## src/core/rsm_consts.vh

```
// Notes on behaviour
// - buck fault latches on retry-burst flag, or enabled, soft-started and power not good.
// - ldo fault latches only when enabled, soft-started and power not good.
// - retry-burst flag latches when overcurrent counter terminates while power not good.
// - buck negative current limit flag latches whenever its threshold is reached.
// - zero-cross flag sets when detection active in pulse-skip mode and comparator trips.
// - latched status flags clear on register read; flags and read data zero after reset, live bits follow their inputs.
// - reserved status bits read zero: buck bit 3, ldo bits 6 to 4.
// - soft-start-done reads one only while enabled and ramp finished; live.
// - power-good bit shows live comparator output.
// - enabled bit reads one exactly while regulator enabled; live.
// - ldo current-limit bit reads one while in current limit; live.
// - top bit of a per-mode register enables buck one in that mode.
// - mode bit one selects forced pwm, zero automatic pulse skipping.
// - low six bits pick voltage code; reset code means 3.3 volts.
// - hibernate resets enable and mode low; active both high; low-power enable only.
// - retry-burst enable picks retry bursts or full shutdown with 100 ms restart.
// - with fault mask set, a fault flag does not pull interrupt low.
`ifndef RSM_CONSTS_VH
`define RSM_CONSTS_VH
// register offsets
`define RSM_ADDR_B4_STS 8'h08
`define RSM_ADDR_L1_STS 8'h09
`define RSM_ADDR_L2_STS 8'h0a
`define RSM_ADDR_B1_ACT 8'h10
`define RSM_ADDR_B1_LPM 8'h11
`define RSM_ADDR_B1_HIB 8'h12
// reset values of the per-mode registers and of the read data
`define RSM_RST_B1_ACT 8'hfb
`define RSM_RST_B1_LPM 8'hbb
`define RSM_RST_B1_HIB 8'h3b
`define RSM_RST_STS 8'h00
// field positions
`define RSM_BIT_EN 7
`define RSM_BIT_MODE 6
`define RSM_OUTPUT_VOLTAGE_CODE_HI 5
// power states
`define RSM_PS_ACTIVE 2'h0
`define RSM_PS_LOWPWR 2'h1
`define RSM_PS_HIBER 2'h2
// restart delay after shutdown: 100 ms at 25 MHz
`define RSM_RESTART_MS 100
`define RSM_CLK_KHZ 25000
`define RSM_RESTART_CYC (`RSM_RESTART_MS * `RSM_CLK_KHZ)
`endif

```

## src/core/rsm_flag.v

```verilog
`include "rsm_consts.vh"
// =====================================
// sticky flag, cleared on read, set wins
module rsm_flag (
    // clock and reset
    input wire clk_sys,
    input wire srst,
    // event and clear
    input wire set_ev,
    input wire clr_rd,
    // flag
    output reg flag_q
);
    // a set arriving with the clear must survive the read
    always @(posedge clk_sys) begin
        if (srst) begin
            flag_q <= 1'b0;
        end else if (set_ev) begin
            flag_q <= 1'b1;
        end else if (clr_rd) begin
            flag_q <= 1'b0;
        end
    end
endmodule // rsm_flag

```

## src/core/rsm_regs.v

```verilog
`include "rsm_consts.vh"
// =====================================
// regulator status and buck one mode registers
module rsm_regs #(
    parameter [31:0] RESTART_CYC = `RSM_RESTART_CYC
) (
    // clock and reset
    input wire clk_sys,
    input wire srst,
    // register access port
    input wire [7:0] reg_addr,
    input wire reg_rd,
    input wire reg_wr,
    input wire [7:0] reg_wdata,
    output reg [7:0] reg_rdata_q,
    // buck four analog status
    input wire b4_enabled,
    input wire b4_ss_done,
    input wire b4_pgood,
    input wire b4_oc_terminal,
    input wire b4_neg_current_limit_status,
    input wire b4_zc_trip,
    input wire b4_auto_pulse_skip,
    // ldo status
    input wire [1:0] ldo_enabled,
    input wire [1:0] ldo_ss_done,
    input wire [1:0] ldo_pgood,
    input wire [1:0] ldo_current_limit_status,
    // fault configuration
    input wire retry_burst_enable,
    input wire fault_mask,
    // power state
    input wire [1:0] power_state,
    // buck one controls
    output reg b1_enable_q,
    output reg forced_pwm_q,
    output reg [5:0] output_voltage_code_q,
    // fault response
    output reg all_shutdown_q,
    output reg retry_burst_q,
    output wire interrupt_out_n
);
    // =====================================
    // per-mode registers
    reg [7:0] act_q;
    reg [7:0] lpm_q;
    reg [7:0] hib_q;
    always @(posedge clk_sys) begin
        if (srst) begin
            act_q <= `RSM_RST_B1_ACT;
            lpm_q <= `RSM_RST_B1_LPM;
            hib_q <= `RSM_RST_B1_HIB;
        end else if (reg_wr) begin
            if (reg_addr == `RSM_ADDR_B1_ACT) begin
                act_q <= reg_wdata;
            end
            if (reg_addr == `RSM_ADDR_B1_LPM) begin
                lpm_q <= reg_wdata;
            end
            if (reg_addr == `RSM_ADDR_B1_HIB) begin
                hib_q <= reg_wdata;
            end
        end
    end

    // =====================================
    // select register for the current power state
    reg [7:0] sel_d;
    always @* begin
        case (power_state)
            `RSM_PS_ACTIVE: sel_d = act_q;
            `RSM_PS_LOWPWR: sel_d = lpm_q;
            `RSM_PS_HIBER: sel_d = hib_q;
            default: sel_d = act_q;
        endcase
    end

    // registered buck one controls
    always @(posedge clk_sys) begin
        if (srst) begin
            b1_enable_q <= 1'b0;
            forced_pwm_q <= 1'b0;
            output_voltage_code_q <= 6'h00;
        end else begin
            b1_enable_q <= sel_d[`RSM_BIT_EN];
            forced_pwm_q <= sel_d[`RSM_BIT_MODE];
            output_voltage_code_q <= sel_d[`RSM_OUTPUT_VOLTAGE_CODE_HI:0];
        end
    end

    // =====================================
    // event conditions
    wire rd_b4 = reg_rd && (reg_addr == `RSM_ADDR_B4_STS);
    wire rd_l1 = reg_rd && (reg_addr == `RSM_ADDR_L1_STS);
    wire rd_l2 = reg_rd && (reg_addr == `RSM_ADDR_L2_STS);
    wire b4_ss_live = b4_enabled & b4_ss_done;
    wire hiccup_ev = b4_oc_terminal & ~b4_pgood;
    wire hiccup_q;
    wire b4_flt_q;
    wire neg_q;
    wire zc_q;
    wire [1:0] l_flt_q;
    // fault also follows the latched retry-burst flag, but not across the read
    // that clears both, or the fault could never be cleared
    wire b4_flt_ev = hiccup_ev | (hiccup_q & ~rd_b4) | (b4_ss_live & ~b4_pgood);
    wire zc_ev = b4_auto_pulse_skip & b4_zc_trip;

    // =====================================
    // latched flags
    rsm_flag u_hic (
        .clk_sys(clk_sys), .srst(srst), .set_ev(hiccup_ev), .clr_rd(rd_b4), .flag_q(hiccup_q)
    );
    rsm_flag u_b4f (
        .clk_sys(clk_sys), .srst(srst), .set_ev(b4_flt_ev), .clr_rd(rd_b4), .flag_q(b4_flt_q)
    );
    rsm_flag u_neg (
        .clk_sys(clk_sys), .srst(srst), .set_ev(b4_neg_current_limit_status), .clr_rd(rd_b4), .flag_q(neg_q)
    );
    rsm_flag u_zc (
        .clk_sys(clk_sys), .srst(srst), .set_ev(zc_ev), .clr_rd(rd_b4), .flag_q(zc_q)
    );
    rsm_flag u_l1f (
        .clk_sys(clk_sys), .srst(srst),
        .set_ev(ldo_enabled[0] & ldo_ss_done[0] & ~ldo_pgood[0]),
        .clr_rd(rd_l1), .flag_q(l_flt_q[0])
    );
    rsm_flag u_l2f (
        .clk_sys(clk_sys), .srst(srst),
        .set_ev(ldo_enabled[1] & ldo_ss_done[1] & ~ldo_pgood[1]),
        .clr_rd(rd_l2), .flag_q(l_flt_q[1])
    );

    // =====================================
    // read data, registered; reserved bits are zero
    reg [7:0] rdata_d;
    always @* begin
        case (reg_addr)
            `RSM_ADDR_B4_STS: rdata_d = {b4_flt_q, hiccup_q, neg_q, zc_q, 1'b0,
                b4_ss_live, b4_pgood, b4_enabled};
            `RSM_ADDR_L1_STS: rdata_d = {l_flt_q[0], 3'h0, ldo_current_limit_status[0],
                ldo_enabled[0] & ldo_ss_done[0], ldo_pgood[0], ldo_enabled[0]};
            `RSM_ADDR_L2_STS: rdata_d = {l_flt_q[1], 3'h0, ldo_current_limit_status[1],
                ldo_enabled[1] & ldo_ss_done[1], ldo_pgood[1], ldo_enabled[1]};
            `RSM_ADDR_B1_ACT: rdata_d = act_q;
            `RSM_ADDR_B1_LPM: rdata_d = lpm_q;
            `RSM_ADDR_B1_HIB: rdata_d = hib_q;
            default: rdata_d = 8'h00;
        endcase
    end
    always @(posedge clk_sys) begin
        if (srst) begin
            reg_rdata_q <= `RSM_RST_STS;
        end else if (reg_rd) begin
            reg_rdata_q <= rdata_d;
        end
    end

    // =====================================
    // short-circuit response; shutdown holds the whole delay, then restarts
    reg [31:0] restart_cnt_q;
    always @(posedge clk_sys) begin
        if (srst) begin
            all_shutdown_q <= 1'b0;
            retry_burst_q <= 1'b0;
            restart_cnt_q <= 32'h0;
        end else begin
            retry_burst_q <= hiccup_ev & retry_burst_enable;
            if (all_shutdown_q) begin
                if (restart_cnt_q >= RESTART_CYC - 32'h1) begin
                    all_shutdown_q <= 1'b0;
                    restart_cnt_q <= 32'h0;
                end else begin
                    restart_cnt_q <= restart_cnt_q + 32'h1;
                end
            end else if (hiccup_ev && !retry_burst_enable) begin
                all_shutdown_q <= 1'b1;
            end
        end
    end

    // interrupt low while any fault is latched and not masked
    assign interrupt_out_n = ~((b4_flt_q | l_flt_q[0] | l_flt_q[1]) & ~fault_mask);
endmodule // rsm_regs

```

## config.mk

```make
export PLATFORM = sky130hd
export DESIGN_NAME = rsm_regs
export DESIGN_NICKNAME = d
export VERILOG_FILES = /design/src/core/rsm_flag.v /design/src/core/rsm_regs.v
export VERILOG_INCLUDE_DIRS = /design/src /design/src/core
export SDC_FILE = /design/constraint.sdc
export NUM_CORES = 1
export LEC_CHECK = 0
export BUFFER_PORTS_ARGS = -buffer_cell sky130_fd_sc_hd__buf_2
export CAP_MARGIN = 25
export CORE_UTILIZATION = 25
export DETAILED_ROUTE_END_ITERATION = 16
export GPL_TIMING_DRIVEN = 0
export PLACE_DENSITY = 0.5
export SLEW_MARGIN = 0
export SYNTH_ARGS = -nofsm -noshare
export SYNTH_HDL_FRONTEND = slang
export SYNTH_SLANG_ARGS = --single-unit
export TNS_END_PERCENT = 20
```

## constraint.sdc

```tcl
create_clock -name clk_sys -period 3.47 [get_ports clk_sys]
set_input_delay 0.1735 -clock clk_sys [delete_from_list [all_inputs] [get_ports clk_sys]]
set_output_delay 0.1735 -clock clk_sys [all_outputs]
set_load 0.01 [all_outputs]
```

== After elaboration in Yosys (flattened, before gate mapping) ==
Index checks and enable logic that the tools add are counted.
Storage, ports and cells
  word-level logic and storage cells: 76
  bits of input ports: 39
  flip-flop bits (word level): 80
Cells by class
  bitwise operators: 21
  muxes and demuxes: 15
  add/sub/neg operators: 1
  reduce and logical (&&, ||, !) cells: 14
  equality and inequality tests: 8
  $lt $le $gt $ge: 1
Operators with widths (count)
  one-hot mux 8 bit (6 select lines): 1
  adder 32 x 1 -> 32 bit (second input constant): 1
  >= comparator 32 x 22 -> 1 bit (second input constant): 1
  2-to-1 mux 32 bit: 1
  == test 8 x 4 -> 1 bit (second input constant): 3
  == test 8 x 5 -> 1 bit (second input constant): 3
  one-hot mux 8 bit (2 select lines): 1
  2-to-1 mux 1 bit: 12
  nonzero test 2 bit: 6
  AND 1 bit: 11
  NOT 1 bit: 6
  AND reduction 2 bit: 3
  logical AND 1 bit: 4
  OR 1 bit: 4
  == test 2 x 1 -> 1 bit (second input constant): 1
  == test 2 bit (second input constant): 1
  zero test 1 bit: 1

== Depth between registers and ports, before layout ==
Gate-level depths: netlist of run 1.
  word-level depth: 7
  gate-level depth with buffers: 7
  depth with buffers taken out: 6

== By module ==
A second synthesis of run 1 with hierarchy kept.
Unflattened totals
  cells, all modules: 447
  area total of the unflattened synthesis: 3756.1 sq um
By module, submodules not included
  rsm_regs: area each 3523.4 sq um, seq. area each 1481.4 sq um, instances 1, cells an instance 423
  rsm_flag: area each 38.8 sq um, seq. area each 20.0 sq um, instances 6, cells an instance 4

== Worst setup path after synthesis of run 1 ==
Ideal clock, no wire load.
  kind: flip-flop to flip-flop
  start: register restart_cnt_q[3]
  end: register restart_cnt_q[19]
  cell stages (with the launch flop): 8
  setup slack: 1.620 ns
  path buffers: 2
  arrival: 1.730 ns
  required time: 3.349 ns
  cells stage by stage: dfxtp_1 > clkbuf_2 > nand4_4 > or4_1 > buf_2 > o31a_1 > o2111ai_1 > nand2_1
Between the ends
  longest elaborated chain between the ends: 2
  elaborated cells on any way between the ends: 3
RTL lines
  from (decl): RTL line rsm_regs.v:160  | reg [31:0] restart_cnt_q;
  from (signal assigned): RTL line rsm_regs.v:173  | restart_cnt_q <= restart_cnt_q + 32'h1;
  adder 32 x 1 -> 32 bit or >= comparator 32 x 22 -> 1 bit (tied branches): RTL line rsm_regs.v:173, rsm_regs.v:169
  2-to-1 mux 32 bit *: RTL line rsm_regs.v:169  | if (restart_cnt_q >= RESTART_CYC - 32'h1) begin
Every way passes the cells marked *; elsewhere a longest branch is shown, timed or not.
A chain may end at the register's enable or synchronous reset.

== Final worst setup path of run 1 ==
  start: register restart_cnt_q[0]
  end: register restart_cnt_q[18]
Same word-level chain as after synthesis.

==> results of run 1 <==
-- worst min-delay path, cell delays in order --
cell	delay, ps
buf_2	80
a21oi_1	30
nor2_1	70
-- cells in the final DEF (no fill, tap or decap), types with 13 or more instances in the layout --
| master | n |
|---|---|
| a22oi_1 | 13 |
| mux2i_1 | 36 |
| nand3_1 | 13 |
| dfxtp_1 | 80 |
| nand2_1 | 69 |
| a21oi_1 | 21 |
| buf_2 | 60 |
| and2_1 | 14 |
| nor2_1 | 48 |
| clkbuf_1 | 22 |
| o21ai_0 | 13 |
-- flip-flops by register name (all words and copies together) (netlist names) --
register	cells
u_b4f.flag_q	1
lpm_q	8
act_q	8
reg_rdata_q	8
forced_pwm_q	1
b1_enable_q	1
u_hic.flag_q	1
u_l2f.flag_q	1
hib_q	8
all_shutdown_q	1
restart_cnt_q	32
u_zc.flag_q	1
output_voltage_code_q	6
u_neg.flag_q	1
retry_burst_q	1
u_l1f.flag_q	1
-- where the power goes --
| part | switching (mW) | internal [mW] |
|---|---|---|
| Clock | 0.377 | 0.575 |
| Sequential | 0.00894 | 0.936 |
| Combinational | 0.108 | 0.0618 |
| Total | 0.493 | 1.57 |
-- cell families (layout without fill, tap and decap cells) --
| group | Yosys count | count (layout) | synth area share, % |
|---|---|---|---|
| XOR/XNOR | 3 | 3 | 0.682 |
| buffers and inverters | 36 | 107 | 3.83 |
| adder cells (fa/ha/maj) | 3 | 3 | 0.974 |
| AO/OA/AOI/OAI | 93 | 93 | 17.2 |
| flip-flops | 80 | 80 | 41.5 |
| multiplexers | 37 | 37 | 9.64 |
| AND/OR/NAND/NOR | 199 | 199 | 26.2 |
-- area by class of cell --
cell class / instances / area share, %
buffer: 29 / 2.60
timing repair buffer: 55 / 5.90
tap: 188 / 5.04
clock buffer: 11 / 5.20
multi-input combinational: 335 / 45.1
clock inverter: 5 / 1.21
inverter: 7 / 0.563
sequential: 80 / 34.3
-- metal layers --
| metal | vias to the layer above | global-route usage (%) | routed length [microns] |
|---|---|---|---|
| met5 | - | 0 | 0 |
| met4 | 0 | 4.68 | 169 |
| met3 | 11 | 3.40 | 485 |
| met2 | 65 | 21.4 | 4820 |
| met1 | 1677 | 18.6 | 5030 |
| li1 | 1770 | - | - |
-- worst min-delay path by stage --
stage                                     end  cells past startpoint  slack, ps                         from
floorplan           u_neg.flag_q$_SDFFE_PP0P_                      2        290  b4_neg_current_limit_status
global placement    u_neg.flag_q$_SDFFE_PP0P_                      3        380  b4_neg_current_limit_status
detailed placement  u_neg.flag_q$_SDFFE_PP0P_                      3        390  b4_neg_current_limit_status
CTS                 u_neg.flag_q$_SDFFE_PP0P_                      3         50  b4_neg_current_limit_status
global route        u_neg.flag_q$_SDFFE_PP0P_                      3         60  b4_neg_current_limit_status
finish              u_neg.flag_q$_SDFFE_PP0P_                      3         50  b4_neg_current_limit_status
-- metrics by stage --
stage               utilization [%]  hold slack, ps  setup slack [ps]  power [mW]  area, sq um
CTS                            30.8            45.5              1220        2.09         4660
global placement               28.8             382              1260        1.13         4370
finish                         30.8            47.7              1210        2.07         4660
floorplan                         -             291              1620        1.06         3850
detailed placement             28.8             391              1240        1.14         4370
global route                   30.8            63.4               967        2.16         4660
==> qor.txt, run 1 <==
run status = completed
syn_nets = 493
placed cells = 694
iteration-0 DRC count of the detailed router = 240
Max FO, Critical Path = 8
overall die area = 0.0159 sq mm
Die W = 126 microns
setup-violating endpoint count in the final report = 0
GRT Residual Overflow = 0
start point of the critical path = restart_cnt_q[0]$_SDFFE_PP0P_
height of the die = 126 microns
number of gates resized after cts = 0
Total Routing Usage GR = 13.8%
ratio of routed vias to standard cells = 4.96
maximum clock frequency = 0.442 GHz
maximum cell stage delay along the critical path = 560 ps
fill cell total of the finished layout = 1,586
number of sinks handled by clock tree synthesis = 80
worst setup path endpoint = restart_cnt_q[18]$_SDFFE_PP0P_
I/O pin count = 58
number of buffers created by CTS = 9
cell count after synthesis = 451
drt first pass iters = 5
post-synth cell types = 61
number of standard cells in the final layout excluding fillers = 710
maximum resistive drop on vdd = 0.000225 V
layout cell share with drive strength beyond 1 = 17.8%
count of nets left with antenna violations after detail routing = 0
Yosys Warn Count = 0
share of the cycle needed by the critical path after routing = 65.2%
remaining max-slew budget at the tightest pin = 61.2%
wire length of the first global-routing pass = 17.2 mm
crit-path cells = ha_1, nand4_1, a211oi_1, o41ai_2, nand3_1, o211ai_1
Worst Tran Pin Value = 576 ps
post-detail-place hpwl = 7.68 mm
leading cell types by count after synthesis = dfxtp_1 (80), nand2_1 (69), nor2_1 (48)
number of buffer cells added on primary ports = 55
Data required, critical path = 3720 ps
endpoint type of the worst setup path = flop
cell area after synthesis = 0.00385 sq mm
root buffer cell = clkbuf_16
Seq. cell area = 0.00160 sq mm
hold_buf cts = 0
worst reg2reg path endpoint = restart_cnt_q[18]$_SDFFE_PP0P_
worst setup skew after layout = 7.68 ps
Synth area leader = dfxtp_1
most common cell in the netlist = dfxtp_1
Slew Limit Fails = 0
DR WL/cell = 14.8 microns
number of rows in the core area = 45
placeable core region = 0.0151 sq mm
Async S/R FF share, synth = 0%
ranking of synthesized cells by area = dfxtp_1 (42%), mux2i_1 (9.3%), nand2_1 (6.7%)
power density normalized to cell area = 443 mW/mm^2
total number of vias = 3,523
sum of negative setup slack = 0 ps
Worst-Skew Late Latency = 340 ps
number of max-cap violations = 0
WS Path Type = reg -> reg
CTS clk-pin slew, worst paths = 60 ps
cell family with the largest share of critical-path delay = compound AO/OA/AOI/OAI gates
post-synthesis sequential element count = 80
maximum number of pins on one net before global-route repair = 14
total area of multi-input combinational cells = 0.00211 sq mm
initial standard-cell utilization of the core = 25.5%
static power due to leakage = 1.95 nW
worst-case register-to-register setup slack = 1210 ps
proportion of netlist area held by the largest area contributor = 41.5%
R2R Path Start = restart_cnt_q[0]$_SDFFE_PP0P_
Buf+Inv Stages, Crit Path = 0
post-CTS setup-driven buffer insertion count = 0
count of cells along the worst register-to-register path = 6
area added between synthesis and finish = 21.0%
Mapped Avg Cell Area = 8.55 sq um
number of hold-slack violations in the final timing report = 0
DRT Wirelength = 10.5 mm
Critical Path Source Type = flop
EDFF count, synth = 0
RSZ-0062 raised after global routing = no
clock period minus worst slack = 2260 ps
CTS tree = done
initial antenna violation count = 0
stages on the worst setup path = 6
remaining design rule violation count = 0
commonest register cell after synthesis = dfxtp_1
clk buf depth = 2
Crit-path slowest cell = o41ai_2
share of synthesized area occupied by flip-flops and latches = 41.5%
CP Data Arrival Time = 2510 ps
path class of the lowest-slack min-delay path = in -> reg
final net count = 559
antenna diode instance count = 0
GPL Wtd Cong = 0.804
number of levels in the clock H-tree = 3
vias in the first global route = 3,345
Power figures use the tool's default switching activity.
==> run 2, diff against run 1 <==
==> constraint.sdc (replaced) <==
create_clock -name clk_sys -period 2.1 [get_ports clk_sys]
set_input_delay 0.105 -clock clk_sys [delete_from_list [all_inputs] [get_ports clk_sys]]
set_output_delay 0.105 -clock clk_sys [all_outputs]
set_load 0.01 [all_outputs]
==> qor.txt, run 2 (synthesis gave the netlist of run 1 again) <==
final net count = 559
remaining max-slew budget at the tightest pin = 61.1%
Critical Path Source Type = flop
GPL Wtd Cong = 0.804
Data required, critical path = 2330 ps
power density normalized to cell area = 724 mW/mm^2
ratio of routed vias to standard cells = 4.96
post-CTS setup-driven buffer insertion count = 0
setup-violating endpoint count in the final report = 0
root buffer cell = clkbuf_16
DRT Wirelength = 10.7 mm
remaining design rule violation count = 0
Total Routing Usage GR = 13.9%
count of nets left with antenna violations after detail routing = 0
worst-case register-to-register setup slack = 70 ps
height of the die = 126 microns
Min-Delay Startpoint = reg_wdata[5]
layout cell share with drive strength beyond 1 = 19.5%
run status = completed
GRT Residual Overflow = 0
clock period minus worst slack = 2030 ps
number of sinks handled by clock tree synthesis = 80
number of levels in the clock H-tree = 3
Worst-Skew Late Latency = 340 ps
path class of the lowest-slack min-delay path = in -> reg
number of rows in the core area = 45
count of cells along the worst register-to-register path = 6
sum of negative setup slack = 0 ps
I/O pin count = 58
number of buffer cells added on primary ports = 55
maximum number of pins on one net before global-route repair = 14
initial standard-cell utilization of the core = 25.5%
maximum resistive drop on vdd = 0.000372 V
Worst Hold End = act_q[5]$_SDFFE_PP1P_
commonest cells after routing, fill and taps aside = dfxtp_1 (79), nand2_1 (69), buf_2 (59)
most common cell after layout, fill and taps aside = dfxtp_1
CP Data Arrival Time = 2260 ps
worst setup skew after layout = 9.87 ps
maximum clock frequency = 0.492 GHz
iteration-0 DRC count of the detailed router = 279
share of the cycle needed by the critical path after routing = 96.8%
endpoint type of the worst setup path = flop
number of flip-flops in the largest register = 32
Slew Limit Fails = 0
CTS tree = done
placeable core region = 0.0151 sq mm
CTS clk-pin slew, worst paths = 60 ps
wire length of the first global-routing pass = 17.3 mm
area added between synthesis and finish = 22.6%
largest register by flop count = restart_cnt_q
Die W = 126 microns
total number of vias = 3,521
DR WL/cell = 15.0 microns
number of buffers created by CTS = 9
number of max-cap violations = 0
Hold WS = 11.5 ps
post-detail-place hpwl = 7.68 mm
drt first pass iters = 5
number of cells traversed by the worst hold path = 3
WS Path Type = reg -> reg
overall die area = 0.0159 sq mm
worst reg2reg path endpoint = restart_cnt_q[13]$_SDFFE_PP0P_
clk buf depth = 2
Max FO, Critical Path = 10
Worst Tran Pin Value = 584 ps
antenna diode instance count = 0
number of hold-slack violations in the final timing report = 0
R2R Path Start = restart_cnt_q[20]$_SDFFE_PP0P_
static power due to leakage = 1.97 nW
initial antenna violation count = 0
total power after layout = 3.42 mW
vias in the first global route = 3,365
==> run 2: worst max-delay path by stage <==
| stage | startpoint | end | slack (ps) | cells past startpoint |
|---|---|---|---|---|
| after floorplan | restart_cnt_q[3]$_SDFFE_PP0P_ | restart_cnt_q[19]$_SDFFE_PP0P_ | 250 | 7 |
| after global placement | all_shutdown_q$_SDFF_PP0_ | restart_cnt_q[17]$_SDFFE_PP0P_ | -110 | 6 |
| after detailed placement | restart_cnt_q[0]$_SDFFE_PP0P_ | restart_cnt_q[17]$_SDFFE_PP0P_ | -130 | 7 |
| after CTS | restart_cnt_q[0]$_SDFFE_PP0P_ | restart_cnt_q[20]$_SDFFE_PP0P_ | 40 | 7 |
| after global routing | restart_cnt_q[20]$_SDFFE_PP0P_ | restart_cnt_q[13]$_SDFFE_PP0P_ | -20 | 6 |
| final | restart_cnt_q[20]$_SDFFE_PP0P_ | restart_cnt_q[13]$_SDFFE_PP0P_ | 70 | 6 |
==> run 2: repair_timing <==
action	CTS	global route
gates resized for setup	5	11
pin swaps	1	2
setup endpoints to repair	18	22
endpoints found under the hold margin	1	0
hold buffers	1	0
==> run 2: through the flow <==
stage	worst slack [ps]	cell area (sq um)	cells	utilization (%)
finish	66.2	4730	710	31.2
global placement	-106	4370	694	28.8
floorplan	250	3850	451	-
CTS	38.6	4690	711	31.0
detailed placement	-127	4370	694	28.8
global route	-23.4	4730	710	31.2
==> run 2: critical path, cell delays in order, from the launching register on <==
cell	delay, ps
dfxtp_1	370
or4b_1	600
nor3_2	220
o41ai_4	170
buf_2	220
a41oi_1	220
o22ai_1	110
==> run 2: report_power, final <==
group / internal [mW] / total (mW) / switching [mW]
Combinational: 0.105 / 0.285 / 0.180
Sequential: 1.55 / 1.56 / 0.0148
Clock: 0.951 / 1.58 / 0.626
Total: 2.60 / 3.42 / 0.821
==> run 2: routing by layer <==
layer	part of all wire [%]	GRT usage, %	vias up	wire, microns
met5	0	0	-	0
met4	2.0	5.24	0	218
met3	3.2	3.44	14	339
met2	46	21.4	57	4880
met1	49	18.7	1681	5250
li1	-	-	1769	-
==> run 2: area by class of cell <==
| class | count | area, sq um |
|---|---|---|
| Clock inverter | 5 | 56.3 |
| Sequential cell | 80 | 1600 |
| Buffer | 28 | 125 |
| Timing Repair Buffer | 56 | 285 |
| Tap cell | 188 | 235 |
| Clock buffer | 11 | 243 |
| Fill cell | 1575 | 10400 |
| Inverter | 7 | 26.3 |
| Multi-Input combinational cell | 335 | 2150 |
